<file path="config.mk">
export PLATFORM = sky130hd
export DESIGN_NAME = timer8_top
export DESIGN_NICKNAME = d
export VERILOG_FILES = /design/src/verilog/timer8_pkg.sv /design/src/verilog/timer8_top.sv /design/src/verilog/timer8_prescaler.sv
export SDC_FILE = /design/constraint.sdc
export NUM_CORES = 1
export LEC_CHECK = 0
export ABC_CLOCK_PERIOD_IN_PS = 6820
export BUFFER_PORTS_ARGS = -buffer_cell sky130_fd_sc_hd__buf_2
export CAP_MARGIN = 20
export CELL_PAD_IN_SITES_DETAIL_PLACEMENT = 0
export CELL_PAD_IN_SITES_GLOBAL_PLACEMENT = 1
export CORE_MARGIN = 5
export CORE_UTILIZATION = 40
export CTS_CLUSTER_DIAMETER = 120
export DETAILED_ROUTE_END_ITERATION = 6
export GPL_TIMING_DRIVEN = 0
export PLACE_DENSITY = 0.92
export SETUP_SLACK_MARGIN = 0.4
export SKIP_LAST_GASP = 1
export SYNTH_ARGS = -nofsm -noshare
export SYNTH_HDL_FRONTEND = slang
export SYNTH_SLANG_ARGS = --single-unit
</file>
<file path="constraint.sdc">
create_clock -name pclk -period 6.82 [get_ports pclk]
set_clock_uncertainty 0.15 [all_clocks]
set_input_delay 0.341 -clock pclk [delete_from_list [all_inputs] [get_ports pclk]]
set_output_delay 0.341 -clock pclk [all_outputs]
set_load 0.01 [all_outputs]
</file>
<file path="src/verilog/timer8_pkg.sv">
/*
  shared constants of the eight-bit timer: register map, field positions,
  reset values, clock phases and instruction-cycle timing.
  assumes one 40 MHz pclk; an instruction cycle is four pclk phases.
*/
package timer8_pkg;

  ////////////////////////////////////////////////////////////////////////////
  // timing
  localparam int CLK_PERIOD_NS    = 25;
  localparam int INSTR_CYCLE_NS   = 100;
  localparam int PHASES_PER_INSTR = INSTR_CYCLE_NS / CLK_PERIOD_NS;
  localparam int INHIBIT_INSTR    = 2;
  localparam logic [1:0] INHIBIT_LOAD = 2'(INHIBIT_INSTR);

  ////////////////////////////////////////////////////////////////////////////
  // register byte addresses
  localparam logic [7:0] ADDR_COUNT  = 8'h00;
  localparam logic [7:0] ADDR_OPTION = 8'h04;
  localparam logic [7:0] ADDR_SRC    = 8'h08;
  localparam logic [7:0] ADDR_INTCTL = 8'h0C;
  localparam logic [7:0] ADDR_STATUS = 8'h10;
  localparam logic [7:0] ADDR_MASK   = 8'h14;

  ////////////////////////////////////////////////////////////////////////////
  // field positions
  localparam int OPT_CS_BIT  = 5;
  localparam int OPT_SE_BIT  = 4;
  localparam int OPT_BP_BIT  = 3;
  localparam int OPT_RT_LSB  = 0;
  localparam int OPT_RT_W    = 3;
  localparam int SRC_XS_BIT  = 0;
  localparam int ICTL_IE_BIT = 5;
  localparam int ICTL_IF_BIT = 2;
  localparam int IRQ_OVF_BIT = 0;

  ////////////////////////////////////////////////////////////////////////////
  // reset values
  localparam logic [7:0] COUNT_RST  = 8'h00;
  localparam logic [5:0] OPTION_RST = 6'h3F;
  localparam logic       XS_RST     = 1'h0;
  localparam logic       IE_RST     = 1'h0;
  localparam logic       FLAG_RST   = 1'h0;
  localparam logic [7:0] COUNT_MAX  = 8'hFF;

  ////////////////////////////////////////////////////////////////////////////
  // types
  typedef enum logic [1:0] {
    PH_1 = 2'b00,
    PH_2 = 2'b01,
    PH_3 = 2'b10,
    PH_4 = 2'b11
  } phase_type;

  typedef enum logic [2:0] {
    SEL_NONE   = 3'b000,
    SEL_COUNT  = 3'b001,
    SEL_OPTION = 3'b010,
    SEL_SRC    = 3'b011,
    SEL_INTCTL = 3'b100,
    SEL_STATUS = 3'b101,
    SEL_MASK   = 3'b110
  } reg_sel_type;

endpackage : timer8_pkg

</file>
<file path="src/verilog/timer8_top.sv">
/*
  eight-bit timer/counter with private prescaler, overflow flag and
  overflow gate pulse, reached over an APB slave.
  assumes external_clock_pin and sense_oscillator_clock are synchronous
  to pclk and that sleep_mode is a level from the power controller.
*/
// Local design decisions: the APB slave port and the placing of the registers.
// Functional notes
// - timer mode counts each instruction cycle
// - count write blocks increments two instruction cycles
// - counter mode counts selected input edges
// - source bit picks pin or sense oscillator
// - edge select applies to both sources
// - assign bit clear inserts prescaler, set bypasses
// - eight ratios one-to-two up to 256
// - prescaler is private to this timer
// - prescaler hidden, cleared on count write
// - overflow FF to 00 sets flag always
// - flag cleared only by software write
// - own overflow enable bit in interrupt control
// - counter edges sampled at phases two, four
// - sleep freezes timer and count
// - overflow offered as gate for other timer
module timer8_top (
  input  wire logic        pclk,
  input  wire logic        presetn,
  input  wire logic        psel,
  input  wire logic        penable,
  input  wire logic        pwrite,
  input  wire logic [7:0]  paddr,
  input  wire logic [31:0] pwdata,
  output logic      [31:0] prdata,
  output logic             pready,
  output logic             pslverr,
  input  wire logic        external_clock_pin,
  input  wire logic        sense_oscillator_clock,
  input  wire logic        sleep_mode,
  output logic             irq,
  output logic             overflow_gate
);

  ////////////////////////////////////////////////////////////////////////////
  // declarations
  timer8_pkg::phase_type   phase_r;
  timer8_pkg::phase_type   phase_nxt;
  timer8_pkg::reg_sel_type sel;

  logic [7:0]  count_r;
  logic [5:0]  option_r;
  logic        ext_sel_r;
  logic        ie_r;
  logic        flag_r;
  logic [1:0]  inhibit_r;
  logic        src_prev_r;
  logic        samp_r;
  logic        gate_r;
  logic [31:0] prdata_r;

  logic        setup;
  logic        access;
  logic        wr_en;
  logic        cnt_wr;
  logic        flag_clr;
  logic        ph2_en;
  logic        ph4_en;
  logic        samp_en;
  logic        cs;
  logic        bypass;
  logic [2:0]  rate;
  logic        src_raw;
  logic        src_lvl;
  logic        presc_tick;
  logic        presc_out;
  logic [7:0]  presc_cnt;
  logic        p_lvl;
  logic        inc_req;
  logic        inc;
  logic        ovf;

  ////////////////////////////////////////////////////////////////////////////
  // address decode
  function automatic timer8_pkg::reg_sel_type reg_decode(input logic [7:0] a);
    if (a == timer8_pkg::ADDR_COUNT) begin
      return timer8_pkg::SEL_COUNT;
    end else if (a == timer8_pkg::ADDR_OPTION) begin
      return timer8_pkg::SEL_OPTION;
    end else if (a == timer8_pkg::ADDR_SRC) begin
      return timer8_pkg::SEL_SRC;
    end else if (a == timer8_pkg::ADDR_INTCTL) begin
      return timer8_pkg::SEL_INTCTL;
    end else if (a == timer8_pkg::ADDR_STATUS) begin
      return timer8_pkg::SEL_STATUS;
    end else if (a == timer8_pkg::ADDR_MASK) begin
      return timer8_pkg::SEL_MASK;
    end else begin
      return timer8_pkg::SEL_NONE;
    end
  endfunction : reg_decode

  assign sel     = reg_decode(paddr);
  assign setup   = psel && !penable;
  assign access  = psel && penable;
  assign wr_en   = access && pwrite && (sel != timer8_pkg::SEL_NONE);
  assign cnt_wr  = wr_en && (sel == timer8_pkg::SEL_COUNT);
  // zero wait states: every access completes in its first access cycle
  assign pready  = 1'b1;
  assign pslverr = access && (sel == timer8_pkg::SEL_NONE);
  assign prdata  = prdata_r;

  ////////////////////////////////////////////////////////////////////////////
  // read data is latched in the setup cycle so it comes from a flop
  always_ff @(posedge pclk or negedge presetn) begin
    if (!presetn) begin
      prdata_r <= 32'h0000_0000;
    end else if (setup && !pwrite) begin
      prdata_r <= 32'h0000_0000;
      if (sel == timer8_pkg::SEL_COUNT) begin
        prdata_r[7:0] <= count_r;
      end else if (sel == timer8_pkg::SEL_OPTION) begin
        prdata_r[5:0] <= option_r;
      end else if (sel == timer8_pkg::SEL_SRC) begin
        prdata_r[timer8_pkg::SRC_XS_BIT] <= ext_sel_r;
      end else if (sel == timer8_pkg::SEL_INTCTL) begin
        prdata_r[timer8_pkg::ICTL_IE_BIT] <= ie_r;
        prdata_r[timer8_pkg::ICTL_IF_BIT] <= flag_r;
      end else if (sel == timer8_pkg::SEL_STATUS) begin
        prdata_r[timer8_pkg::IRQ_OVF_BIT] <= flag_r;
      end else if (sel == timer8_pkg::SEL_MASK) begin
        prdata_r[timer8_pkg::IRQ_OVF_BIT] <= ie_r;
      end
    end
  end

  ////////////////////////////////////////////////////////////////////////////
  // control registers
  always_ff @(posedge pclk or negedge presetn) begin
    if (!presetn) begin
      option_r <= timer8_pkg::OPTION_RST;
    end else if (wr_en && (sel == timer8_pkg::SEL_OPTION)) begin
      option_r <= pwdata[5:0];
    end
  end

  always_ff @(posedge pclk or negedge presetn) begin
    if (!presetn) begin
      ext_sel_r <= timer8_pkg::XS_RST;
    end else if (wr_en && (sel == timer8_pkg::SEL_SRC)) begin
      ext_sel_r <= pwdata[timer8_pkg::SRC_XS_BIT];
    end
  end

  // one enable bit, visible both in interrupt control and in the mask
  always_ff @(posedge pclk or negedge presetn) begin
    if (!presetn) begin
      ie_r <= timer8_pkg::IE_RST;
    end else if (wr_en && (sel == timer8_pkg::SEL_INTCTL)) begin
      ie_r <= pwdata[timer8_pkg::ICTL_IE_BIT];
    end else if (wr_en && (sel == timer8_pkg::SEL_MASK)) begin
      ie_r <= pwdata[timer8_pkg::IRQ_OVF_BIT];
    end
  end

  assign cs   = option_r[timer8_pkg::OPT_CS_BIT];
  assign bypass = option_r[timer8_pkg::OPT_BP_BIT];
  assign rate   = option_r[timer8_pkg::OPT_RT_LSB +: timer8_pkg::OPT_RT_W];

  ////////////////////////////////////////////////////////////////////////////
  // instruction clock phases; frozen in sleep so nothing advances
  always_comb begin
    case (phase_r)
      timer8_pkg::PH_1: phase_nxt = timer8_pkg::PH_2;
      timer8_pkg::PH_2: phase_nxt = timer8_pkg::PH_3;
      timer8_pkg::PH_3: phase_nxt = timer8_pkg::PH_4;
      default:          phase_nxt = timer8_pkg::PH_1;
    endcase
  end

  always_ff @(posedge pclk or negedge presetn) begin
    if (!presetn) begin
      phase_r <= timer8_pkg::PH_1;
    end else if (!sleep_mode) begin
      phase_r <= phase_nxt;
    end
  end

  assign ph2_en  = !sleep_mode && (phase_r == timer8_pkg::PH_2);
  assign ph4_en  = !sleep_mode && (phase_r == timer8_pkg::PH_4);
  assign samp_en = ph2_en || ph4_en;

  ////////////////////////////////////////////////////////////////////////////
  // source select and edge polarity
  assign src_raw = ext_sel_r ? sense_oscillator_clock : external_clock_pin;
  // inverting the level turns falling edges into rising ones
  assign src_lvl = src_raw ^ option_r[timer8_pkg::OPT_SE_BIT];

  // reset to the level an idle low input shows, so no false edge follows reset;
  // flipping the edge bit on a steady input still counts once: rewrite the count
  always_ff @(posedge pclk or negedge presetn) begin
    if (!presetn) begin
      src_prev_r <= timer8_pkg::OPTION_RST[timer8_pkg::OPT_SE_BIT];
    end else begin
      src_prev_r <= src_lvl;
    end
  end

  ////////////////////////////////////////////////////////////////////////////
  // private prescaler, never shared with the watchdog
  assign presc_tick = !sleep_mode && (cs ? (src_lvl && !src_prev_r) : ph4_en);

  timer8_prescaler #(
    .WIDTH (8)
  ) u_presc (
    .pclk    (pclk),
    .presetn (presetn),
    .tick    (presc_tick),
    .clr     (cnt_wr),
    .rate    (rate),
    .count   (presc_cnt),
    .out     (presc_out)
  );

  assign p_lvl = bypass ? src_lvl : presc_out;

  ////////////////////////////////////////////////////////////////////////////
  // synchroniser: the divided level is looked at only on phases two and four
  always_ff @(posedge pclk or negedge presetn) begin
    if (!presetn) begin
      samp_r <= timer8_pkg::OPTION_RST[timer8_pkg::OPT_SE_BIT];
    end else if (samp_en) begin
      samp_r <= p_lvl;
    end
  end

  // timer mode without prescaler needs no edge detect: one per instruction cycle
  assign inc_req = (!cs && bypass) ? ph4_en : (samp_en && p_lvl && !samp_r);
  assign inc     = inc_req && (inhibit_r == 2'h0) && !cnt_wr;
  assign ovf     = inc && (count_r == timer8_pkg::COUNT_MAX);

  ////////////////////////////////////////////////////////////////////////////
  // write inhibit, counted in instruction cycles
  always_ff @(posedge pclk or negedge presetn) begin
    if (!presetn) begin
      inhibit_r <= 2'h0;
    end else if (cnt_wr) begin
      inhibit_r <= timer8_pkg::INHIBIT_LOAD;
    end else if (ph4_en && (inhibit_r != 2'h0)) begin
      inhibit_r <= inhibit_r - 2'h1;
    end
  end

  ////////////////////////////////////////////////////////////////////////////
  // count register; a software write wins over an increment
  always_ff @(posedge pclk or negedge presetn) begin
    if (!presetn) begin
      count_r <= timer8_pkg::COUNT_RST;
    end else if (cnt_wr) begin
      count_r <= pwdata[7:0];
    end else if (inc) begin
      count_r <= count_r + 8'h01;
    end
  end

  ////////////////////////////////////////////////////////////////////////////
  // overflow flag: set wins over a clear in the same cycle
  assign flag_clr = wr_en &&
                    (((sel == timer8_pkg::SEL_STATUS) && pwdata[timer8_pkg::IRQ_OVF_BIT]) ||
                     ((sel == timer8_pkg::SEL_INTCTL) && pwdata[timer8_pkg::ICTL_IF_BIT]));

  always_ff @(posedge pclk or negedge presetn) begin
    if (!presetn) begin
      flag_r <= timer8_pkg::FLAG_RST;
    end else if (ovf) begin
      flag_r <= 1'b1;
    end else if (flag_clr) begin
      flag_r <= 1'b0;
    end
  end

  always_ff @(posedge pclk or negedge presetn) begin
    if (!presetn) begin
      gate_r <= 1'b0;
    end else begin
      gate_r <= ovf;
    end
  end

  assign overflow_gate = gate_r;
  assign irq           = flag_r && ie_r;
endmodule : timer8_top

</file>
<file path="src/verilog/timer8_prescaler.sv">
/*
  programmable power-of-two prescaler private to the eight-bit timer.
  assumes tick is a one-pclk pulse and clr a one-pclk pulse from a count write.
*/
module timer8_prescaler #(
  parameter int WIDTH = 8
) (
  input  wire logic             pclk,
  input  wire logic             presetn,
  input  wire logic             tick,
  input  wire logic             clr,
  input  wire logic [2:0]       rate,
  output logic      [WIDTH-1:0] count,
  output logic                  out
);

  logic [WIDTH-1:0] count_r;

  ////////////////////////////////////////////////////////////////////////////
  // software reaches count_r only through the clear of a count write; otherwise only the tick moves it
  always_ff @(posedge pclk or negedge presetn) begin
    if (!presetn) begin
      count_r <= '0;
    end else if (clr) begin
      count_r <= '0;
    end else if (tick) begin
      count_r <= count_r + WIDTH'(1);
    end
  end

  // bit n has a period of 2^(n+1) ticks, so its rise divides by 2..256
  assign out   = count_r[rate];
  assign count = count_r;

endmodule : timer8_prescaler

</file>
== Yosys cells after proc, flatten, opt, wreduce, memory -nomap -nowiden ==
Index checks and enable logic that the tools add are counted.

* Flip-flop bits (word level): 40
* Memories kept: 0
* Bits in latches: 0
* Bits in read-only memories: 0
* RAM bits: 0

* Mux-type cells: 38
* Bitwise gates (word level): 1
* Reduce and logical (&&, ||, !) cells: 46
* Equal/unequal tests: 15
* Add/subtract/negate cells: 3
* Shift-type cells: 0
* Order comparisons: 1
* Divide/modulo/power cells: 0
* $mul: 0

{| class="wikitable"
|+ Operator list
! cell !! count
|-
| two-way mux 8 bit || 4
|-
| logical AND 1 bit || 26
|-
| two-way mux 1 bit || 21
|-
| two-way mux 3 bit || 6
|-
| adder 8 x 1 -> 8 bit (second input constant) || 2
|-
| equality test 8 x 4 -> 1 bit (second input constant) || 2
|-
| equality test 8 x 5 -> 1 bit (second input constant) || 2
|-
| nonzero test 2 bit || 6
|-
| equality test 3 bit (second input constant) || 3
|-
| equality test 8 x 3 -> 1 bit (second input constant) || 1
|-
| equality test 8 bit (second input constant) || 1
|-
| logical NOT 8 bit || 1
|-
| two-way mux 2 bit || 4
|-
| logical NOT 1 bit || 7
|-
| equality test 3 x 2 -> 1 bit (second input constant) || 2
|-
| two-way mux 6 bit || 1
|-
| one-hot mux 2 bit (3 select lines) || 1
|-
| equality test 2 bit (second input constant) || 2
|-
| logical NOT 2 bit || 2
|-
| less-than comparator 3 x 4 -> 1 bit (second input constant) || 1
|-
| binary-select mux 1 bit (select 3 bit) || 1
|-
| equality test 3 x 1 -> 1 bit (second input constant) || 1
|-
| logical NOT 3 bit || 1
|-
| nonzero test 3 bit || 1
|-
| 4 further kinds || 5
|}

== Longest topological paths before layout ==
* Depth after elaboration: 14
* Depth in mapped cells: 8

== Modules after synthesis ==
From an unflattened synthesis, not the netlist that was laid out.

* Cells, all modules: 270
* Area, all modules: 2523.7 sq um

{| class="wikitable"
|+ Modules (own cells, without submodules)
! module !! times used !! sequential area each (sq um) !! area an instance (sq um) !! cells each
|-
| timer8_top || 1 || 810.8 || 2098.3 || 231
|-
| timer8_prescaler || 1 || 200.2 || 425.4 || 39
|}

== Least setup slack after synthesis ==
No wires, ideal clock.

* Kind: input -> register
* From: input paddr[1]
* To: register option_r[1]
* Data required time: 6588 ps
* Cell stages on the path: 6
* Path buffers: 2
* Arrival time: 2215 ps
* Setup slack: 4372 ps
* Cell sequence: or4_1 > or3_1 > buf_6 > or4_4 > buf_6 > mux2_4

* Cells in the longest elaborated chain, start to end: 10

{| class="wikitable"
|+ Ends and longest elaborated chain
! what !! RTL line !! source
|-
| start, declared || timer8_top.sv:30 || <nowiki>input wire logic [7:0] paddr,</nowiki>
|-
| equality test 8 x 5 -> 1 bit || timer8_top.sv:93 || <nowiki>end else if (a == timer8_pkg::ADDR_MASK) begin</nowiki>
|-
| two-way mux 3 bit || timer8_top.sv:93 ||
|-
| two-way mux 3 bit || timer8_top.sv:91 || <nowiki>end else if (a == timer8_pkg::ADDR_STATUS) begin</nowiki>
|-
| two-way mux 3 bit || timer8_top.sv:89 || <nowiki>end else if (a == timer8_pkg::ADDR_INTCTL) begin</nowiki>
|-
| two-way mux 3 bit || timer8_top.sv:87 || <nowiki>end else if (a == timer8_pkg::ADDR_SRC) begin</nowiki>
|-
| two-way mux 3 bit || timer8_top.sv:85 || <nowiki>end else if (a == timer8_pkg::ADDR_OPTION) begin</nowiki>
|-
| two-way mux 3 bit (*) || timer8_top.sv:83 || <nowiki>if (a == timer8_pkg::ADDR_COUNT) begin</nowiki>
|-
| nonzero test 3 bit || timer8_top.sv:103 || <nowiki>assign wr_en = access && pwrite && (sel != timer8_pkg::SEL_NONE);</nowiki>
|-
| logical AND 1 bit || timer8_top.sv:103 ||
|-
| logical AND 1 bit (*) || timer8_top.sv:139 || <nowiki>end else if (wr_en && (sel == timer8_pkg::SEL_OPTION)) begin</nowiki>
|-
| end signal, assigned || timer8_top.sv:138 || <nowiki>option_r <= timer8_pkg::OPTION_RST;</nowiki>
|-
| end signal, assigned || timer8_top.sv:140 || <nowiki>option_r <= pwdata[5:0];</nowiki>
|-
| end, declared || timer8_top.sv:49 || <nowiki>logic [5:0] option_r;</nowiki>
|}

Mark *: on every way between the ends. The rest lies on a longest branch, timed or not.
A chain may end at the register's enable or synchronous reset.

== Worst setup path after layout ==
* From: register option_r[0]
* To: register count_r[1]

* Cells in the longest elaborated chain, start to end: 9

{| class="wikitable"
|+ Ends and longest elaborated chain
! what !! RTL line !! source
|-
| binary-select mux 1 bit (select 3 bit) || timer8_prescaler.sv:32 || <nowiki>assign out = count_r[rate];</nowiki>
|-
| two-way mux 1 bit (not written as such) || timer8_prescaler.sv:32 ||
|-
| two-way mux 1 bit || timer8_top.sv:222 || <nowiki>assign p_lvl = bypass ? src_lvl : presc_out;</nowiki>
|-
| logical AND 1 bit (2 in series) || timer8_top.sv:235 || <nowiki>assign inc_req = (!cs && bypass) ? ph4_en : (samp_en && p_lvl && !samp_r);</nowiki>
|-
| two-way mux 1 bit || timer8_top.sv:235 ||
|-
| logical AND 1 bit (2 in series) || timer8_top.sv:236 || <nowiki>assign inc = inc_req && (inhibit_r == 2'h0) && !cnt_wr;</nowiki>
|-
| nonzero test 2 bit (no line) || - ||
|-
| end signal, assigned || timer8_top.sv:255 || <nowiki>count_r <= timer8_pkg::COUNT_RST;</nowiki>
|-
| end signal, assigned || timer8_top.sv:257 || <nowiki>count_r <= pwdata[7:0];</nowiki>
|-
| end signal, assigned || timer8_top.sv:259 || <nowiki>count_r <= count_r + 8'h01;</nowiki>
|-
| end, declared || timer8_top.sv:48 || <nowiki>logic [7:0] count_r;</nowiki>
|}

Every way passes these cells. The select of a mux whose other input is x is not followed.

==> results.md <==
Clocking:
- The clock root buffer is sky130_fd_sc_hd__clkbuf_8.
- The clock tree from TritonCTS is done.
- The clock passes through at most 2 buffers.
- The post-CTS repair timing setup buffer count is 0.
- Clock-pin slew was measured on the worst setup and hold paths at roughly 0.08 ns.
- Counting the buffers created by CTS gives 5.
- The cts-stage hold buffer count is 0.
- The number of gates resized after cts is 0.
- The clock latency at the later pin of the worst-skew pair is approximately 0.29 ns.
- CTS saw 40 sinks.
- CTS built an H-tree with a depth of 2.

Timing:
- For the pin with the worst max-slew slack, the measured transition is 0.874 ns.
- The hold violation total from the final report is 0.
- The clock period minus final worst setup slack is between 2 and 2.5 ns.
- The total setup violations reported at the end of the flow is 0.
- The final count of pins violating max slew is 0.
- After routing, the total negative slack on setup checks comes to 0 ns.
- The worst max-slew margin expressed relative to the limit is between 40% and 50%.
- The final worst setup slack is between 4 and 5 ns.
- The part of the cycle the worst path needs is a little over a third.
- Timing would allow up to a little over 400 MHz.
- Setup repair after global routing left no endpoint under its margin.

Critical path:
- The critical path goes through mux4_1, mux2i_1, or4_1, clkbuf_1, nand2_1, mux2i_1, o21ai_0.
- The most common cell type on the critical path is sky130_fd_sc_hd__mux2i_1.
- Along the worst path, the maximum fanout reaches 7.
- For this run, the slowest stage of the critical path takes 0.59 ns.
- At the worst endpoint, the required time is 6.82 ns.
- Data on the critical path arrives at its endpoint at between 2 and 2.5 ns.
- The worst setup path is launched from a flip-flop.
- The worst setup path is captured at a flip-flop.
- The worst setup path is of the flip-flop to flip-flop kind.
- For this design, the slowest cell found on the critical path is sky130_fd_sc_hd__dfstp_2.
- The number of buffer and inverter stages on the critical path is 1.
- Grouping stages by cell kind, the critical path spends the most delay in multiplexers.

Logic synthesis:
- Of all cell types, the one taking the most synthesized area is sky130_fd_sc_hd__dfrtp_1.
- Summing the sequential cell areas from Yosys gives 40.8% of the chip area.
- The cell area after synthesis is 2480 µm².
- In this run the biggest area consumer among cell types represents roughly 32% of the synthesized area.
- In this run, distinct cell masters in the synthesized netlist total 46.
- The synthesized netlist cell count is 262.
- The number of synthesized flops with an enable pin is 0.
- In the synthesized netlist the dominant register cell turns out to be sky130_fd_sc_hd__dfrtp_1.
- In the synthesized netlist the async set-or-reset flop fraction comes to 100%.
- The synthesis warning total is 0.
- The synthesized area divided by synthesized cell count is 9.47 µm².
- Sorting the synthesized cells by area gives the leading types as sky130_fd_sc_hd__dfrtp_1 (32%), sky130_fd_sc_hd__dfstp_2 (8.5%), sky130_fd_sc_hd__buf_4 (7.6%), sky130_fd_sc_hd__xnor2_1 (5.7%), sky130_fd_sc_hd__nor2_1 (4.4%).
- In this run, synthesis produced a sequential element count of 40.

Die:
- The floorplan die area is a little under 8000 µm².
- The initial utilization of the core area, before any placement, comes to approximately two fifths.
- Measured along the y axis, the die boundary spans 88.7 µm.
- Measured along the x axis, the die boundary spans 88.7 µm.
- The floorplan has 28 rows.
- The core region is 5990 µm².
- In this run the count of I/O pins placed on the die edge is 84.

Drt:
- In the routed layout, each cell is associated on average with a via count of 4.98.
- For this run, design rule violations remaining after detail routing come to 0.
- The iteration-0 DRC count of the detailed router is 118.
- The total detailed-routing wirelength is between 5000 and 6000 µm.
- The routed length per placed instance is 13.0 µm.
- For this block, the via count after detailed routing is 1993.
- The count of TritonRoute iterations in the first routing pass is 4.
- The count of nets left with antenna violations once routing finished came out at 0.

Min path:
- The min-delay analysis places its worst path in the category input pin to asynchronous set/reset pin.

Placed design:
- At the end of routability-driven placement, the weighted congestion stood at 0.784.
- Detailed placement finished with a half-perimeter wire length of 4010 µm.
- Including well taps, the total number of placed cells is between 300 and 400.
- The number of buffers added on ports is 32.
- The post-placement setup slack is between 4 and 5 ns.

Global routing:
- The largest net degree at the start of global routing is 41.
- The number of global-route vias before repair is slightly below 2000.
- The global routing met3 resource utilization is just under 3%.
- The global-route usage over all layers is 14.2%.
- The initial antenna violation count was 0.
- The global-route wire length before repair is slightly below 9000 µm.
- For met2 alone, demand over resource in global routing was between 20 and 25%.
- The routing usage on met1 is between 15 and 20%.
- The total overflow reported by the global router is 0.
- The most congested layer reported by global routing is met2.

Power and ir drop:
- The static leakage is 1.38 nW.
- Total power for the finished layout comes to between 600 and 700 µW.
- The ratio of total power to cell area is 231 nW/µm².
- The maximum VDD drop is between 100 and 150 µV.

Run:
- The tool flagged a number of max-cap violations equal to 0.

Status:
- The run finished with clean final reports.

Layout:
- The post-route netlist has around 27% of its cells at a drive strength greater than 1.
- The final layout contains 379 nets.
- The filler cells instantiated in the layout total between 500 and 600.
- 0 antenna diodes ended up in the layout.
- The end-of-flow core utilization is between 40% and 50%.
- The final instance count without filler cells is 400.
- Relative to the synthesized area, the layout overhead comes to 18.4%.
==> path summary, 6_finish.rpt <==
| path | startpoint | depth (start not counted) | slack, ns | endpoint |
|---|---|---|---|---|
| worst max-delay path | option_r[0] | 7 | 4.38 | count_r[1] |
| worst min-delay path | presetn | 1 | 0.001 | ext_sel_r |
| worst max register to register | option_r[0] | 7 | 4.38 | count_r[1] |
| worst min register to register | prdata[6] | 2 | 0.32 | prdata[6] |
| max in group asynchronous | presetn | 1 | 5.96 | prdata[1] |
| min in group pclk | pwdata[7] | 3 | 0.10 | count_r[7] |
==> report_power, final <==
group | total (mW) | switching (mW) | internal (mW)
combinational | 0.170 | 0.0876 | 0.0821
sequential | 0.309 | 0.0341 | 0.275
clock | 0.199 | 0.0889 | 0.110
==> state kept, by name, summed over array words and instances, names as in the netlist <==
register,cells
count_r,8
ext_sel_r,1
flag_r,1
ie_r,1
inhibit_r,2
option_r,6
overflow_gate,1
phase_r,2
prdata,8
samp_r,1
src_prev_r,1
u_presc.count,8
==> area by class of cell <==
type / count / area (µm²) / share of cell area, %
clock inverters: 3 / 46.3 / 1.58
clock buffers: 5 / 68.8 / 2.34
repair buffers: 32 / 160 / 5.46
well taps: 75 / 93.8 / 3.20
plain buffers: 35 / 241 / 8.23
multi-input cells: 202 / 1280 / 43.7
flip-flops and latches: 40 / 1010 / 34.4
inverters: 8 / 30.0 / 1.02
==> cell usage after synthesis (3+ instances only) <==
cell type and n:
sky130_fd_sc_hd__nor2_1 29, sky130_fd_sc_hd__nor4b_1 4, sky130_fd_sc_hd__and2_1 4, sky130_fd_sc_hd__nand3_1 8, sky130_fd_sc_hd__ha_1 7, sky130_fd_sc_hd__inv_1 8
sky130_fd_sc_hd__mux2i_1 6, sky130_fd_sc_hd__nor3_1 3, sky130_fd_sc_hd__a221oi_1 3, sky130_fd_sc_hd__mux2_4 5, sky130_fd_sc_hd__a21oi_1 14, sky130_fd_sc_hd__xnor2_1 16
sky130_fd_sc_hd__a31oi_1 4, sky130_fd_sc_hd__clkbuf_1 7, sky130_fd_sc_hd__dfstp_2 8, sky130_fd_sc_hd__o31ai_1 4, sky130_fd_sc_hd__nand2_1 26, sky130_fd_sc_hd__nand4_1 4
sky130_fd_sc_hd__dfrtp_1 32, sky130_fd_sc_hd__o21ai_0 11, sky130_fd_sc_hd__buf_4 25
==> per-stage QoR <==
stage          hold slack (ns)  area (µm²)
2_1_floorplan           -0.105        2570
3_3_place_gp             0.301        2820
3_5_place_dp             0.305        2820
4_1_cts                 0.0477        2940
5_1_grt                  0.105        2940
6_report               0.00131        2940
==> layout by cell type, fill, tap and decap left out, types with 3 or more instances in the layout <==
master / netlist / layout
sky130_fd_sc_hd__clkbuf_8: 0 / 5
sky130_fd_sc_hd__nor3_1: 3 / 3
sky130_fd_sc_hd__mux2_4: 5 / 5
sky130_fd_sc_hd__nand2_1: 26 / 26
sky130_fd_sc_hd__nor2_1: 29 / 29
sky130_fd_sc_hd__dfstp_2: 8 / 8
sky130_fd_sc_hd__mux2i_1: 6 / 6
sky130_fd_sc_hd__nor4b_1: 4 / 4
sky130_fd_sc_hd__nand3_1: 8 / 8
sky130_fd_sc_hd__and2_1: 4 / 4
sky130_fd_sc_hd__inv_1: 8 / 8
sky130_fd_sc_hd__o31ai_1: 4 / 4
sky130_fd_sc_hd__ha_1: 7 / 7
sky130_fd_sc_hd__clkbuf_1: 7 / 7
sky130_fd_sc_hd__xnor2_1: 16 / 16
sky130_fd_sc_hd__conb_1: 2 / 25
sky130_fd_sc_hd__buf_2: 1 / 33
sky130_fd_sc_hd__o21ai_0: 11 / 11
sky130_fd_sc_hd__a31oi_1: 4 / 4
sky130_fd_sc_hd__a221oi_1: 3 / 3
sky130_fd_sc_hd__nand4_1: 4 / 4
sky130_fd_sc_hd__dfrtp_1: 32 / 32
sky130_fd_sc_hd__buf_4: 25 / 25
sky130_fd_sc_hd__a21oi_1: 14 / 14
==> layer usage <==
layer	part of all wire [%]	vias up
li1	-	980
met1	43	950
met2	49	56
met3	6.8	7
met4	0.98	0
met5	0	-
==> logic make-up (layout without fill, tap and decap cells) <==
family,Yosys count,in the layout,synth area share (%)
adder cells (fa/ha/maj),7,7,3.53
multiplexers,15,15,8.33
other,2,25,0.303
AO/OA/AOI/OAI,45,45,11.3
buffers and inverters,43,83,10.9
XOR/XNOR,16,16,5.65
flip-flops,40,40,40.8
AND/OR/NAND/NOR,94,94,19.2
Power figures use the tool's default switching activity.
